## src/rtl/apcr_pkg.sv

```systemverilog
// constants, carriers and state types for the analogue power control bank
// assumes a single 20 MHz core clock and a plain strobe register port
package apcr_pkg;

    // ************************************************************
    // register port and map
    // ************************************************************
    localparam int ADDR_W = 8;
    localparam int DATA_W = 9;
    localparam logic [7:0] OFS_BIAS_CONTROL = 8'h04;
    localparam logic [7:0] OFS_REFERENCE_CONTROL = 8'h05;
    localparam logic [7:0] OFS_PUMP_CONTROL = 8'h62;
    localparam logic [7:0] OFS_PUMP_DYNAMIC_CONTROL = 8'h68;

    // ************************************************************
    // field positions and reset values
    // ************************************************************
    localparam int POS_ENABLE = 0;
    localparam int POS_DIV_LO = 1;
    localparam int POS_DIV_HI = 2;
    localparam int POS_STAT_CLK = 7;
    localparam int POS_STAT_HIGH = 8;
    localparam logic RST_ENABLE = 1'b0;
    localparam logic [1:0] RST_DIV_SEL = 2'h0;
    localparam logic RST_FOLLOW = 1'b0;

    // ************************************************************
    // gain fields and pump level threshold
    // ************************************************************
    localparam int GAIN_W = 6;
    localparam logic [5:0] GAIN_ZERO_DB = 6'h39;
    localparam logic [5:0] HIGH_RAIL_GAIN = 6'h33;

    // ************************************************************
    // timing
    // ************************************************************
    localparam int CLK_PERIOD_NS = 50;
    localparam int RAIL_HOLD_NS = 1000;
    localparam int RAIL_HOLD_CYC = (RAIL_HOLD_NS + CLK_PERIOD_NS - 1) / CLK_PERIOD_NS;
    localparam int DIV_W = 8;

    typedef enum logic [1:0]
    {
        DIV_OFF,
        DIV_NORMAL,
        DIV_STANDBY,
        DIV_FAST_START
    } apcr_div_type;

    typedef enum
    {
        PUMP_OFF,
        PUMP_WAIT_CLOCK,
        PUMP_RUN
    } apcr_pump_state_type;

    typedef struct packed
    {
        apcr_div_type reference_divider_select;
        logic reference_enable;
        logic bias_generator_enable;
        logic pump_enable;
        logic pump_level_follows_signal;
    } apcr_ctrl_type;

    typedef struct packed
    {
        logic [5:0] hp_left_gain;
        logic [5:0] hp_right_gain;
        logic [5:0] line_left_gain;
        logic [5:0] line_right_gain;
    } apcr_gains_type;

endpackage

```

## src/rtl/apcr_top.sv

```systemverilog
// analogue power control bank: reference, bias and charge pump control
// assumes a strobe register port on core_clk and gain inputs on core_clk;
// the master clock presence flag comes from a pin and is synchronised here
//
// Added by the designer: the plain strobed port.
`timescale 1ns/100ps
module apcr_top
    import apcr_pkg::*;
#(
    parameter int HOLD_CYC = RAIL_HOLD_CYC,
    parameter int LEVEL_W = GAIN_W
)
(
    // clock and reset
    input wire logic core_clk,
    input wire logic rst_n,
    // register port
    input wire logic [ADDR_W-1:0] reg_addr,
    input wire logic [DATA_W-1:0] reg_wdata,
    input wire logic reg_wr,
    input wire logic reg_rd,
    output logic [DATA_W-1:0] reg_rdata,
    // clocking configuration
    input wire logic core_clock_source,
    input wire logic mclk_present,
    input wire logic loop_locked,
    input wire logic loop_free_running,
    input wire logic [2:0] clock_ratio_code,
    // level inputs
    input wire apcr_gains_type gains,
    input wire logic [LEVEL_W-1:0] signal_level,
    // analogue controls
    output apcr_ctrl_type ctrl,
    output logic pump_clk,
    output logic pump_high_rail
);

    // ************************************************************
    // elaboration checks
    // ************************************************************
    initial
    begin
        if (HOLD_CYC < 1 || HOLD_CYC > 255)
            $error("rail hold count out of range");
        if (LEVEL_W != GAIN_W)
            $error("signal level width must match gain width");
        if (DIV_W < 5)
            $error("divider too narrow for the slowest pump ratio");
    end

    // ************************************************************
    // helpers
    // ************************************************************
    function automatic logic hit(input logic [ADDR_W-1:0] a, input logic [7:0] ofs);
        hit = (a == ofs);
    endfunction

    // half period of the pump clock in core clock cycles
    function automatic logic [DIV_W-1:0] half_for_ratio(input logic [2:0] code);
        logic [DIV_W-1:0] h;
        h = 8'h10;
        case (code)
            3'h0: h = 8'h01;
            3'h1: h = 8'h02;
            3'h2: h = 8'h04;
            3'h3: h = 8'h08;
            default: h = 8'h10;
        endcase
        half_for_ratio = h;
    endfunction

    // ************************************************************
    // master clock presence synchroniser
    // ************************************************************
    // two stages; only the second one is read by the clock check, so a
    // metastable first stage never reaches the pump state machine
    logic mclk_meta_reg, mclk_meta_next;
    logic mclk_sync_reg, mclk_sync_next;

    always_comb
    begin
        mclk_meta_next = mclk_present;
        mclk_sync_next = mclk_meta_reg;
    end

    always_ff @(posedge core_clk or negedge rst_n)
    begin
        if (!rst_n)
        begin
            mclk_meta_reg <= 1'b0;
            mclk_sync_reg <= 1'b0;
        end
        else
        begin
            mclk_meta_reg <= mclk_meta_next;
            mclk_sync_reg <= mclk_sync_next;
        end
    end

    // ************************************************************
    // control registers
    // ************************************************************
    // writes to unmapped addresses or undefined bits are dropped
    apcr_ctrl_type ctrl_reg, ctrl_next;

    always_comb
    begin
        ctrl_next = ctrl_reg;
        if (reg_wr)
        begin
            if (hit(reg_addr, OFS_BIAS_CONTROL))
                ctrl_next.bias_generator_enable = reg_wdata[POS_ENABLE];
            if (hit(reg_addr, OFS_REFERENCE_CONTROL))
            begin
                ctrl_next.reference_enable = reg_wdata[POS_ENABLE];
                ctrl_next.reference_divider_select =
                    apcr_div_type'(reg_wdata[POS_DIV_HI:POS_DIV_LO]);
            end
            if (hit(reg_addr, OFS_PUMP_CONTROL))
                ctrl_next.pump_enable = reg_wdata[POS_ENABLE];
            if (hit(reg_addr, OFS_PUMP_DYNAMIC_CONTROL))
                ctrl_next.pump_level_follows_signal = reg_wdata[POS_ENABLE];
        end
    end

    always_ff @(posedge core_clk or negedge rst_n)
    begin
        if (!rst_n)
        begin
            ctrl_reg.reference_divider_select <= apcr_div_type'(RST_DIV_SEL);
            ctrl_reg.reference_enable <= RST_ENABLE;
            ctrl_reg.bias_generator_enable <= RST_ENABLE;
            ctrl_reg.pump_enable <= RST_ENABLE;
            ctrl_reg.pump_level_follows_signal <= RST_FOLLOW;
        end
        else
            ctrl_reg <= ctrl_next;
    end

    // the bias source needs the reference; software keeps that pairing
    // outputs follow software
    assign ctrl = ctrl_reg;

    // ************************************************************
    // pump clock availability
    // ************************************************************
    logic clock_ok;

    assign clock_ok = core_clock_source ? (loop_locked || loop_free_running)
                                        : mclk_sync_reg;

    // ************************************************************
    // pump state machine
    // ************************************************************
    // a lost clock drops back to waiting rather than running the pump on nothing
    apcr_pump_state_type state_reg, state_next;
    logic pump_run;

    always_comb
    begin
        state_next = state_reg;
        unique case (state_reg)
            PUMP_OFF:
            begin
                if (ctrl_reg.pump_enable)
                    state_next = PUMP_WAIT_CLOCK;
            end
            PUMP_WAIT_CLOCK:
            begin
                if (!ctrl_reg.pump_enable)
                    state_next = PUMP_OFF;
                else if (clock_ok)
                    state_next = PUMP_RUN;
            end
            PUMP_RUN:
            begin
                if (!ctrl_reg.pump_enable)
                    state_next = PUMP_OFF;
                else if (!clock_ok)
                    state_next = PUMP_WAIT_CLOCK;
            end
        endcase
    end

    always_ff @(posedge core_clk or negedge rst_n)
    begin
        if (!rst_n)
            state_reg <= PUMP_OFF;
        else
            state_reg <= state_next;
    end

    // clock held while disabled
    // enable gated in directly: the state machine alone would let the
    // clock run one edge longer after a disabling write
    assign pump_run = (state_reg == PUMP_RUN) && ctrl_reg.pump_enable;

    // ************************************************************
    // pump clock divider
    // ************************************************************
    logic [DIV_W-1:0] half_reg, half_next;

    // ratio is latched only while the pump is stopped, so a change of
    // clock settings never produces a runt pump clock phase
    always_comb
    begin
        half_next = half_reg;
        if (!pump_run)
            half_next = half_for_ratio(clock_ratio_code);
    end

    always_ff @(posedge core_clk or negedge rst_n)
    begin
        // slowest ratio out of reset; while the pump is stopped the next edge reloads it from clock_ratio_code
        if (!rst_n)
            half_reg <= 8'h10;
        else
            half_reg <= half_next;
    end

    apcr_pump_clk_div #(
        .W(DIV_W)
    ) u_div (
        .core_clk(core_clk),
        .rst_n(rst_n),
        .run(pump_run),
        .half_count(half_reg),
        .pump_clk(pump_clk)
    );

    // ************************************************************
    // pump rail selection
    // ************************************************************
    // forcing the inputs to zero keeps the rail low while the pump is off
    logic want_high;
    apcr_gains_type gains_used;
    logic [5:0] level_used;

    assign gains_used = ctrl_reg.pump_enable ? gains : '0;
    assign level_used = ctrl_reg.pump_enable ? signal_level : '0;

    apcr_level_select u_sel (
        .follow_signal(ctrl_reg.pump_level_follows_signal),
        .gains(gains_used),
        .signal_level(level_used),
        .want_high(want_high)
    );

    // a rise in demand is served at once; a fall waits for the hold time
    // so the rail does not chatter on every signal peak
    logic high_reg, high_next;
    logic [7:0] hold_reg, hold_next;

    always_comb
    begin
        high_next = high_reg;
        hold_next = hold_reg;
        if (!ctrl_reg.pump_enable)
        begin
            high_next = 1'b0;
            hold_next = '0;
        end
        else if (want_high)
        begin
            high_next = 1'b1;
            hold_next = '0;
        end
        else if (high_reg)
        begin
            if (hold_reg >= 8'(HOLD_CYC - 1))
            begin
                high_next = 1'b0;
                hold_next = '0;
            end
            else
                hold_next = hold_reg + 8'h01;
        end
    end

    always_ff @(posedge core_clk or negedge rst_n)
    begin
        if (!rst_n)
        begin
            high_reg <= 1'b0;
            hold_reg <= '0;
        end
        else
        begin
            high_reg <= high_next;
            hold_reg <= hold_next;
        end
    end

    assign pump_high_rail = high_reg;

    // ************************************************************
    // read back
    // ************************************************************
    // unmapped addresses and undefined bits read as zero; reads change nothing
    logic [DATA_W-1:0] rdata_reg, rdata_next;

    always_comb
    begin
        rdata_next = '0;
        if (reg_rd)
        begin
            if (hit(reg_addr, OFS_BIAS_CONTROL))
                rdata_next[POS_ENABLE] = ctrl_reg.bias_generator_enable;
            if (hit(reg_addr, OFS_REFERENCE_CONTROL))
            begin
                rdata_next[POS_ENABLE] = ctrl_reg.reference_enable;
                rdata_next[POS_DIV_HI:POS_DIV_LO] = ctrl_reg.reference_divider_select;
            end
            if (hit(reg_addr, OFS_PUMP_CONTROL))
            begin
                rdata_next[POS_ENABLE] = ctrl_reg.pump_enable;
                rdata_next[POS_STAT_CLK] = pump_run;
                rdata_next[POS_STAT_HIGH] = high_reg;
            end
            if (hit(reg_addr, OFS_PUMP_DYNAMIC_CONTROL))
                rdata_next[POS_ENABLE] = ctrl_reg.pump_level_follows_signal;
        end
    end

    always_ff @(posedge core_clk or negedge rst_n)
    begin
        if (!rst_n)
            rdata_reg <= '0;
        else
            rdata_reg <= rdata_next;
    end

    assign reg_rdata = rdata_reg;

endmodule

```

## src/rtl/apcr_pump_clk_div.sv

```systemverilog
// pump clock divider: square wave at core clock over twice the half count
// assumes half_count is stable while run is high; run low parks output low
`timescale 1ns/100ps
module apcr_pump_clk_div
    import apcr_pkg::*;
#(
    parameter int W = DIV_W
)
(
    // clock and reset
    input wire logic core_clk,
    input wire logic rst_n,
    // control
    input wire logic run,
    input wire logic [W-1:0] half_count,
    // pump clock
    output logic pump_clk
);
    initial
    begin
        if (W < 2)
            $error("divider width too small");
    end

    logic [W-1:0] cnt_reg, cnt_next;
    logic clk_reg, clk_next;

    always_comb
    begin
        cnt_next = cnt_reg;
        clk_next = clk_reg;
        if (!run)
        begin
            cnt_next = '0;
            clk_next = 1'b0;
        end
        else if (cnt_reg + W'(1) >= half_count)
        begin
            cnt_next = '0;
            clk_next = !clk_reg;
        end
        else
            cnt_next = cnt_reg + W'(1);
    end

    always_ff @(posedge core_clk or negedge rst_n)
    begin
        if (!rst_n)
        begin
            cnt_reg <= '0;
            clk_reg <= 1'b0;
        end
        else
        begin
            cnt_reg <= cnt_next;
            clk_reg <= clk_next;
        end
    end

    assign pump_clk = clk_reg;
endmodule

```

## src/rtl/apcr_level_select.sv

```systemverilog
// pump rail demand: highest of four gains, or live signal level
// assumes inputs come from logic on the core clock
`timescale 1ns/100ps
module apcr_level_select
    import apcr_pkg::*;
(
    // selection inputs
    input wire logic follow_signal,
    input wire apcr_gains_type gains,
    input wire logic [5:0] signal_level,
    // demand
    output logic want_high
);
    function automatic logic [5:0] max6(input logic [5:0] a, input logic [5:0] b);
        max6 = (a > b) ? a : b;
    endfunction

    logic [5:0] gain_peak;

    assign gain_peak = max6(max6(gains.hp_left_gain, gains.hp_right_gain),
                            max6(gains.line_left_gain, gains.line_right_gain));

    always_comb
    begin
        if (follow_signal)
            want_high = (signal_level >= HIGH_RAIL_GAIN);
        else
            want_high = (gain_peak >= HIGH_RAIL_GAIN);
    end
endmodule

```

## config.mk

```make
export PLATFORM = sky130hd
export DESIGN_NAME = apcr_top
export DESIGN_NICKNAME = d
export VERILOG_FILES = /design/src/rtl/apcr_pkg.sv /design/src/rtl/apcr_top.sv /design/src/rtl/apcr_pump_clk_div.sv /design/src/rtl/apcr_level_select.sv
export SDC_FILE = /design/constraint.sdc
export NUM_CORES = 1
export LEC_CHECK = 0
export BUFFER_PORTS_ARGS = -buffer_cell sky130_fd_sc_hd__buf_2
export CAP_MARGIN = 20
export CORE_MARGIN = 2
export CORE_UTILIZATION = 54
export CTS_BUF_LIST = sky130_fd_sc_hd__clkbuf_16
export DETAILED_ROUTE_END_ITERATION = 16
export HOLD_SLACK_MARGIN = 0.1
export PLACE_DENSITY_LB_ADDON = 0.25
export SLEW_MARGIN = 5
export SYNTH_ARGS = -nofsm -noshare
export SYNTH_HDL_FRONTEND = slang
export SYNTH_HIERARCHICAL = 1
export SYNTH_SLANG_ARGS = --single-unit
export TNS_END_PERCENT = 20
```

## constraint.sdc

```tcl
create_clock -name core_clk -period 5.4 [get_ports core_clk]
set_input_delay 0.81 -clock core_clk [delete_from_list [all_inputs] [get_ports core_clk]]
set_output_delay 0.81 -clock core_clk [all_outputs]
set_load 0.05 [all_outputs]
```

# --- Yosys cells after proc, flatten, opt, wreduce, memory -nomap -nowiden ---
# Index checks and enable logic that the tools add are counted.
word_totals:
  output_inout_bits: 17
  input_bits: 58
  elab_cells: 81
  ff_bits: 71
classes:
  n_eq_ne: 15
  magnitude_cmp: 7
  n_addsub: 2
  mux: 33
  n_reduce_logical: 10
ops:
  columns: ["operator", "n"]
  rows:
  - ["2-to-1 mux 32 bit", 5]
  - ["one-hot mux 32 bit (3 select lines)", 1]
  - ["2-to-1 mux 8 bit", 6]
  - ["equality test 32 x 1 -> 1 bit, second input constant", 1]
  - ["equality test 32 x 2 -> 1 bit, second input constant", 1]
  - ["equality test 32 x 3 -> 1 bit, second input constant", 1]
  - ["logical NOT 32 bit", 1]
  - ["2-to-1 mux 24 bit", 1]
  - ["2-to-1 mux 6 bit", 4]
  - ["one-hot mux 5 bit (4 select lines)", 1]
  - ["greater-than comparator 6 bit", 3]
  - ["adder 8 x 1 -> 8 bit, second input constant", 2]
  - ["equality test 8 x 3 -> 1 bit, second input constant", 2]
  - ["equality test 8 x 7 -> 1 bit, second input constant", 2]
  - ["greater-or-equal comparator 6 bit, second input constant", 2]
  - ["2-to-1 mux 1 bit", 11]
  - ["greater-or-equal comparator 8 x 5 -> 1 bit, second input constant", 1]
  - ["greater-or-equal comparator 8 bit", 1]
  - ["AND reduction 2 bit", 4]
  - ["equality test 3 x 2 -> 1 bit, second input constant", 2]
  - ["2-to-1 mux 3 bit", 2]
  - ["!= test 3 bit, second input constant", 2]
  - ["2-to-1 mux 2 bit", 2]
  - ["!= test 2 bit, second input constant", 2]
  - ["other kinds (7)", 7]

# --- Logic depth before layout (Yosys ltp) ---
# Gate-level depths: netlist of the first run.
logic_depth:
  ltp_word: 9
  depth_mapped: 20
  depth_no_buf: 17

# --- Cells and area by module ---
# The synthesis of the first run kept the hierarchy.
modules_own_cells:
  columns: ["module", "instances", "seq_area_each_um2", "area_each_um2", "cells_each"]
  rows:
  - ["apcr_top", 1, 726.9, 1556.5, 157]
  - ["apcr_level_select", 1, 0.0, 701.9, 89]
  - ["apcr_pump_clk_div", 1, 225.2, 648.1, 65]

# --- Worst setup path before layout of the first run ---
# Ideal clock, no wire load.
synth_path:
  path_type: "register -> register"
  start: "reg ctrl_reg (netlist bit ctrl[1])"
  end: "reg hold_reg[7]"
  period_less_slack_ns: 4.681
  required_time_ns: 5.313
  path_slack_ns: 0.719
  arrival_ns: 4.594
  n_path_buf: 3
  stages_incl_launch_ff: 20
  setup_ns: 0.087
  path_cell_list: "dfrtp_1 > clkbuf_1 > clkbuf_1 > and2_1 > inv_1 > ha_1 > a211o_1 > o211ai_1 > a31o_1 > buf_2 > mux2_2 > ha_1 > a21oi_1 > a21boi_0 > o32ai_1 > a2111o_1 > o211a_1 > nor3b_2 > or4_1 > a211oi_2"
synth_rtl:
  columns: ["item", "line", "text"]
  rows:
  - ["start: declaration", "apcr_top.sv:104", "apcr_ctrl_type ctrl_reg, ctrl_next;"]
  - ["start signal: assignment", "apcr_top.sv:137", "ctrl_reg <= ctrl_next;"]
  - ["end signal: assignment", "apcr_top.sv:290", "hold_reg <= hold_next;"]
  - ["end: declaration", "apcr_top.sv:252", "logic [7:0] hold_reg, hold_next;"]

==> run summary, run 1 <==
The number of nets in the layout came out at 466. In this run the critical register-to-register path is captured at hold_reg[7]. The area inside the core boundary came out at 5140 um2. The largest net degree at the start of global routing is 39.

The final routed wire length divided by cell count came out at 14.0 um. Once routing completed, OpenROAD measured the worst setup slack at 0.548 ns. The DRC marker count from the first detailed-route iteration came out at 116.

The later-pin clock latency in the skew report came out at 0.28 ns. The clock root buffer is clkbuf_16. The area growth from synthesis to layout came out at 19.8%. For this design the total switching power over the nets is 0.199 mW.

Each instance of the synthesized netlist takes up on average 9.35 um2. The total number of clock tree sinks came out at 38. The max-slew violation total from the final report is 0. The synthesized area came out at 2910 um2. The effective utilization at floorplan is 56.5%. After layout, the worst path uses 89.9% of the clock period. The HPWL after detailed placement is 4780 um.

The complex-gate fraction of the synthesized area came out at 15.7%. The worst setup path is captured at a flop. The first global-routing pass estimated 11100 um of wire. Between clock sinks in the finished design, the worst skew comes to 0.00348 ns. The area share of xor/xnor cells in the synthesized design is 1.81%. The minimum setup slack after placement came out at 0.619 ns.

The number of buffers between clock root and the deepest sink came out at 2. The detail route stage leaves a number of antenna-violating nets equal to 0. The placer congestion estimate is 0.862. From left edge to right edge, the die measures 77.4 um.

Setup total negative slack on the finished layout was measured at 0 ns. Summing the sequential cell areas from Yosys gives 32.8% of the chip area. The total setup violations reported at the end of the flow came out at 0. The number of design rule violations left after detail routing is 0. Static timing analysis puts the maximum clock frequency at 0.206 GHz.

The average via count per standard cell came out at 5.43. The iteration count of the initial detailed-routing pass is 4. The hold path startpoint is mclk_meta_reg. The top layer reached by signal wires is met4. The number of cells on the worst reg-to-reg path came out at 16.

After detailed routing, the met3 layer carries 330 um of wire. Of the total power, the clock network draws 45.8%. The number of synthesized flops with an enable pin is 0.

The portion of synthesized area spent on multiplexers is 6.33%. The number of cells upsized or downsized after cts came out at 0. The peak ir drop on the vdd network is 0.232 mV. The cell-internal power is 0.612 mW. The worst-case register-to-register setup slack came out at 0.55 ns. The total cell area at the placement stage came out at 3290 um2. The total count of hold-check failures in the final report came out at 0.

The adder and majority cell fraction of the synthesized area came out at 12.1%. STA classifies the critical path startpoint as a flop. The maximum fanout along the worst path came out at 36. The height of the die came out at 77.4 um. The leading area contributor after synthesis is dfrtp_1. The worst-case headroom to the max-slew limit came out at 44.4%.

The fraction of registers with async set/reset is 100%. The slew at the pin with the worst max-slew slack came out at 0.834 ns. The synthesized instance count is 311. In this run the power density over the cells is 233 nW/um2. The minimum clock period after layout is 4.85 ns. Yosys attributes the largest share of cell area to dfrtp_1 32%, ha_1 12%, and2_1 7.3%. The type of the setup path with the least slack is reg -> reg. The via count of the first global-routing pass came out at 2429. The detailed-route via count is 2451.

Detailed routing placed a total of 3010 um of wire on met2. The maximum level of the CTS H-tree is 2. The number of standard-cell rows in the floorplan is 26.

Cells with a size suffix above 1 make up 25.7% of the layout. The run finished with clean final reports. In this run the worst hold path is classified as reg -> reg. The clock transition at the registers of the reported paths is 0.06 ns.

Sequential cells account for 36.6% of the total power. The static leakage is 1.76 nW. Across the run, the number of max-cap violations was 0. The area used by sequential logic in the layout came out at 952 um2.

Summed over all layers, the routed wires come to 6330 um. The switching part of the total is 24.5%. The origin of the critical flop-to-flop path is ctrl[1]. The post-CTS repair timing setup buffer count is 0. The final global-route overflow total is 0. The filler cells instantiated in the layout total 425. During placement, the flow inserted port buffers numbering 64. The met1 wire length came out at 2920 um.

For this run, the leading register cell type out of synthesis is dfrtp_1. The die footprint came out at 5990 um2. TritonCTS built the clock tree. The multi-input combinational cells in the finished layout cover a total of 1800 um2. The initial antenna violation count came out at 0. In this run the count of I/O pins placed on the die edge is 75. The worst hold margin came out at 0.377 ns.

The warning count from the yosys run is 6. Data on the critical path arrives at its endpoint at 5.04 ns. The cts-stage hold buffer count is 0. Setup repair after global routing left no endpoint under its margin. The repair_antennas step left the layout with diodes totalling 0. The number of cells on the worst hold path is 0.

The number of clock buffers inserted by TritonCTS is 5. The area share of and/or/nand/nor cells after synthesis is 25.1%. The number of distinct library cell variants in the gate-level netlist after synthesis came out at 61. Data on the critical path is required at its endpoint by 5.58 ns. The share of Yosys cell area claimed by the top area cell type is 31.9%.

For hold timing, the worst endpoint is mclk_sync_reg. By area, the combinational part of the netlist is dominated by simple AND/OR/NAND/NOR gates. The part of the power in combinational logic came out at 17.6%.

The synthesized design contains 38 register bits. The combined global-route utilization of all metal layers came out at 23.1%. The finished cells cover 3480 um2.
## power by group through the flow
| stage | sequential [mW] | clock, mW | combinational (mW) |
|---|---|---|---|
| 4_1_cts | 0.296 | 0.378 | 0.142 |
| 2_1_floorplan | 0.306 | 0 | 0.0945 |
| 5_1_grt | 0.298 | 0.393 | 0.159 |
| 3_5_place_dp | 0.301 | 0 | 0.141 |
| 6_report | 0.296 | 0.372 | 0.143 |
| 3_3_place_gp | 0.301 | 0 | 0.138 |
## cell usage after synthesis (all sizes together), types with 2 or more instances
master / n
a211o: 3
a211oi: 9
a21o: 2
a21oi: 7
and2: 34
and3: 5
buf: 5
clkbuf: 4
dfrtp: 37
ha: 28
inv: 34
mux2: 11
mux2i: 6
nand2: 19
nand2b: 3
nand3: 12
nand4: 11
nand4b: 2
nor2: 13
nor2b: 10
nor3: 2
nor3b: 3
o211a: 3
o211ai: 3
o21ai: 8
o31a: 2
o31ai: 4
o32ai: 3
or3: 2
or4: 2
xnor2: 3
xor2: 3
## stage by stage
step | power, mW | std cells | utilization, %
global placement | 0.438 | 443 | 64.1
floorplan | 0.401 | 317 | -
detailed placement | 0.442 | 443 | 64.1
global route | 0.849 | 451 | 67.8
finish | 0.811 | 451 | 67.8
CTS | 0.817 | 451 | 67.8
## cell usage in the layout, fill, tap and decap left out, types with 3 or more instances in the layout
cell        n
a211o_1     3
a211oi_1    6
a21oi_1     6
and2_1     34
and3_1      3
buf_2      64
clkbuf_16   5
conb_1      7
dfrtp_1    37
ha_1       28
inv_1      34
mux2_2     11
mux2i_1     6
nand2_1    19
nand2b_1    3
nand3_1    12
nand4_1    11
nor2_1     13
nor2b_1     9
o211a_1     3
o21ai_0     7
o31ai_1     4
xnor2_1     3
xor2_1      3
## metal layers
metal / up-vias / GRT usage, %
met3: 8 / 5.23
met1: 1139 / 30.4
li1: 1242 / -
met4: 0 / 7.32
met2: 62 / 37.7
met5: - / 0
## worst max-delay path, cell delays in order (launching register included)
cell and delay, ns:
dfrtp_1 0.86, and2_1 0.29, inv_1 0.07, ha_1 0.30, a211o_1 0.25, o211ai_1 0.11, a31o_1 0.36, mux2_2 0.37
ha_1 0.33, a21oi_1 0.16, a21boi_0 0.10, o32ai_1 0.36, a2111o_1 0.15, o211a_1 0.17, nor3b_2 0.09, or4_1 0.53
a211oi_2 0.24
## cell families after synthesis
| family | Yosys count |
|---|---|
| simple gates | 124 |
| compound gates | 54 |
| buf+inv | 43 |
| flops | 38 |
| fa+ha+maj | 28 |
| mux | 17 |
| xor+xnor | 6 |
| other cells | 1 |
## how the worst max path moves through the flow
stage / from / endpoint / slack (ns)
floorplan: ctrl[1] / hold_reg[7] / 0.72
global placement: ctrl[1] / hold_reg[7] / 0.74
detailed placement: ctrl[1] / hold_reg[7] / 0.62
CTS: ctrl[1] / hold_reg[7] / 0.58
global route: ctrl[1] / hold_reg[7] / 0.18
finish: ctrl[1] / hold_reg[7] / 0.55
## area by class of cell
cell class / count / share of cell area [%]
multi-input cells: 236 / 51.7
repair buffers: 65 / 9.41
clock inverters: 3 / 1.83
clock buffers: 5 / 3.59
well taps: 70 / 2.51
flip-flops and latches: 38 / 27.3
inverters: 34 / 3.66
Power figures use the tool's default switching activity.
==> inputs of run 2 (changes only) <==
- CORE_UTILIZATION: 54 -> 49
- clock period: 5.4 -> 4.2 ns (I/O delays scaled with it)
==> run summary, run 2 (synthesized netlist as in run 1, its figures left out) <==
The flow ran to the end, and the final reports show no timing, DRC or antenna violations. The top achievable clock speed is 0.244 GHz (+18%). The die boundary width is 81.0 um (+4.7%). The number of fillers in the final layout came out at 498 (+17%).

The iteration count of the initial detailed-routing pass is 7 (+3). The number of inserted diodes is 0 (unchanged). The power per cell area came out at 291 nW/um2 (+25%).

The filler-free cell count of the finished design came out at 484 (+7.3%). The area used by sequential logic in the layout came to 953 um2 (+0.13%). The final setup slack of the worst path is 0.0953 ns (-0.452 ns).

The final period utilization came out at 97.7% (+7.9 points). The max-cap violation count came out at 0 (unchanged). The minimum setup slack after placement came out at -0.140 ns (-0.760 ns). In the layout the commonest cells are 65 x buf_2, 36 x dfrtp_1, 34 x inv_1, 33 x and2_1. The total count of hold-check failures in the final report is 0 (unchanged). The later-pin clock latency in the skew report is 0.28 ns (about the same). The number of buffers added on ports came out at 64 (unchanged).

The maximum fanout along the worst path is 8 (-78%). The via count of the first global-routing pass is 2429 (unchanged). The part of the power in combinational logic is 22.4% (+4.8 points). The tree is rooted in a clkbuf_16. The final routed wirelength across all metal layers is 6250 um (-1.4%). The combined global-route utilization of all metal layers was 19.1% (-4.0 points). The max-slew violation total from the final report is 0 (unchanged).

The worst setup path is captured at a flop. Traced cell by cell, the critical path runs through buf_4, and2_4, inv_1, ha_1, a211oi_2, nor2_2, o32ai_4, buf_6, mux2i_1, ha_1, nand4_1, a21oi_2, o32ai_2, buf_4, nand2b_1, o211a_1, nor3b_2, buf_4, o21ai_0, a211oi_1. The height of the die is 81.0 um (+4.7%). The final routed wire length divided by cell count came out at 12.9 um (-8.1%). The DRC marker count from the first detailed-route iteration is 42 (-64%). The worst hold margin is 0.365 ns (-0.0122 ns). The average via count per standard cell is 5.26 (-3.3%). The static leakage was 1.92 nW (+9.2%). The kind of path behind the tightest hold check is reg -> reg. The worst path arrival time is 4.28 ns (-0.76 ns). The count of boundary I/O pins is 75 (unchanged). The delay of the slowest critical-path stage is 0.44 ns (-0.42 ns). The required arrival time at the worst endpoint came to 4.38 ns (-1.20 ns). The area inside the core boundary came to 5820 um2 (+13%). The minimum clock period after layout came to 4.10 ns (-0.748 ns).

The post-route antenna net violation count came to 0 (unchanged). The worst-case headroom to the max-slew limit came out at 45.8% (+1.4 points). Relative to the synthesized area, the layout overhead comes to 31.1%.

The placer congestion estimate came to 0.886 (+2.8%). The total setup violations reported at the end of the flow is 0 (unchanged). The worst setup path is of the reg -> reg kind. TritonCTS built the clock tree. The worst-path cell with the longest stage delay is dfrtp_2. The final global-route overflow total came out at 0 (unchanged). The most common library cell in the layout ignoring fill and taps is buf_2. The cell-internal power came to 0.833 mW (+36%). The most repeated library cell on the critical path is buf_4. The placed cell count is 470 (+6.1%).

The clock skew after layout was 0.00512 ns (+0.00163 ns). The design area came out at 3810 um2 (+9.4%). The number of clock buffers inserted by TritonCTS came out at 5 (unchanged). The number of buffers between clock root and the deepest sink is 2 (unchanged). Setup repair after global routing could not meet its margin everywhere. The clock share of power came to 43.4% (-2.4 points). The combined area of the multi-input logic cells is 1900 um2 (+5.6%). The post-layout utilization of the core came out at 65.5% (-2.2 points). The peak ir drop on the vdd network is 0.313 mV (+35%). The detailed placer's ending HPWL came out at 4730 um (-1.1%).

The die footprint came out at 6560 um2 (+9.7%). The largest net degree at the start of global routing was 39 (unchanged). The total cell area at the placement stage came out at 3490 um2 (+5.8%).

The initial antenna violation count is 0 (unchanged). The fraction of power consumed by sequential logic is 34.2% (-2.4 points). The number of standard-cell rows in the floorplan is 28 (+7.7%).

The kind of launch point of the worst setup path is a flop. The detailed-route via count is 2544 (+3.8%). The total number of clock tree sinks came out at 38 (unchanged).

The maximum level of the CTS H-tree is 2 (unchanged). The net switching power of the design is 0.274 mW (+38%). The fraction of final layout cells sized beyond drive strength 1 came out at 35.2% (+9.5 points). The switching part of the total is 24.7% (+0.25 points). The cts-stage hold buffer count came out at 0 (unchanged). The slew at the pin with the worst max-slew slack was 0.813 ns (-0.0204 ns). The number of nets in the layout came out at 494 (+6.0%). The effective utilization at floorplan came out at 50.0% (-6.6 points). The clock transition at the registers of the reported paths is 0.06 ns (about the same). The number of design rule violations left after detail routing came out at 0 (unchanged). The wire length of the first global-routing pass came to 10000 um (-9.5%).
## run 2: changes by cell type in the layout (fill, tap and decap cells not counted), sizes merged
cell  delta
buf     +28
## run 2: power by group through the flow
stage	clock network [mW]	logic [mW]	registers, mW
3_3_place_gp	0	0.206	0.385
6_report	0.480	0.248	0.378
3_5_place_dp	0	0.211	0.386
5_1_grt	0.506	0.270	0.379
2_1_floorplan	0	0.129	0.394
4_1_cts	0.488	0.213	0.379
## run 2: worst paths after layout
path                                     from                to  slack, ns  depth (start not counted)
min in group asynchronous               rst_n  u_div/cnt_reg[7]       0.44                          1
max in group asynchronous               rst_n           ctrl[1]       3.19                          1
worst min register to register  mclk_meta_reg     mclk_sync_reg       0.36                          0
worst min-delay path            mclk_meta_reg     mclk_sync_reg       0.36                          0
worst max-delay path                  ctrl[1]       hold_reg[2]        0.1                         20
worst max register to register        ctrl[1]       hold_reg[2]        0.1                         20
## run 2: worst max-delay path, delay by kind of cell (launching register included)
kind / cells / cell delay (ns)
compound gates: 7 / 1.43
buf+inv: 5 / 0.68
simple gates: 5 / 0.60
fa+ha+maj: 2 / 0.58
flops: 1 / 0.44
mux: 1 / 0.25
## run 2: layer usage
metal  GRT usage [%]  share of wire [%]  vias to the layer above
met3            3.22                4.0                        9
met4            5.08                1.3                        0
met2            34.1                 49                       51
met5               0                  0                        -
li1                -                  -                     1300
met1            23.7                 46                     1184
## run 2: final cells by class
class                           instances  share of cell area [%]
Inverter                               34                    3.35
Multi-Input combinational cell        236                    49.8
Clock inverter                          3                    1.81
Sequential cell                        38                    25.0
Clock buffer                            5                    3.28
Tap cell                               75                    2.46
Timing Repair Buffer                   93                    14.2
## run 2: through the flow
step,power (mW),setup TNS [ns]
6_report,1.11,0
5_1_grt,1.16,-0.779
4_1_cts,1.08,0
3_5_place_dp,0.597,-0.377
3_3_place_gp,0.592,-0.241
2_1_floorplan,0.523,-0.00621
## run 2: what timing repair did
| item | in CTS | in global routing |
|---|---|---|
| pin swaps | 0 | 12 |
| buffers inserted | 0 | 5 |
| gates resized for setup | 1 | 23 |
| cloned | 0 | 1 |
| endpoints found under the setup margin | 2 | 8 |
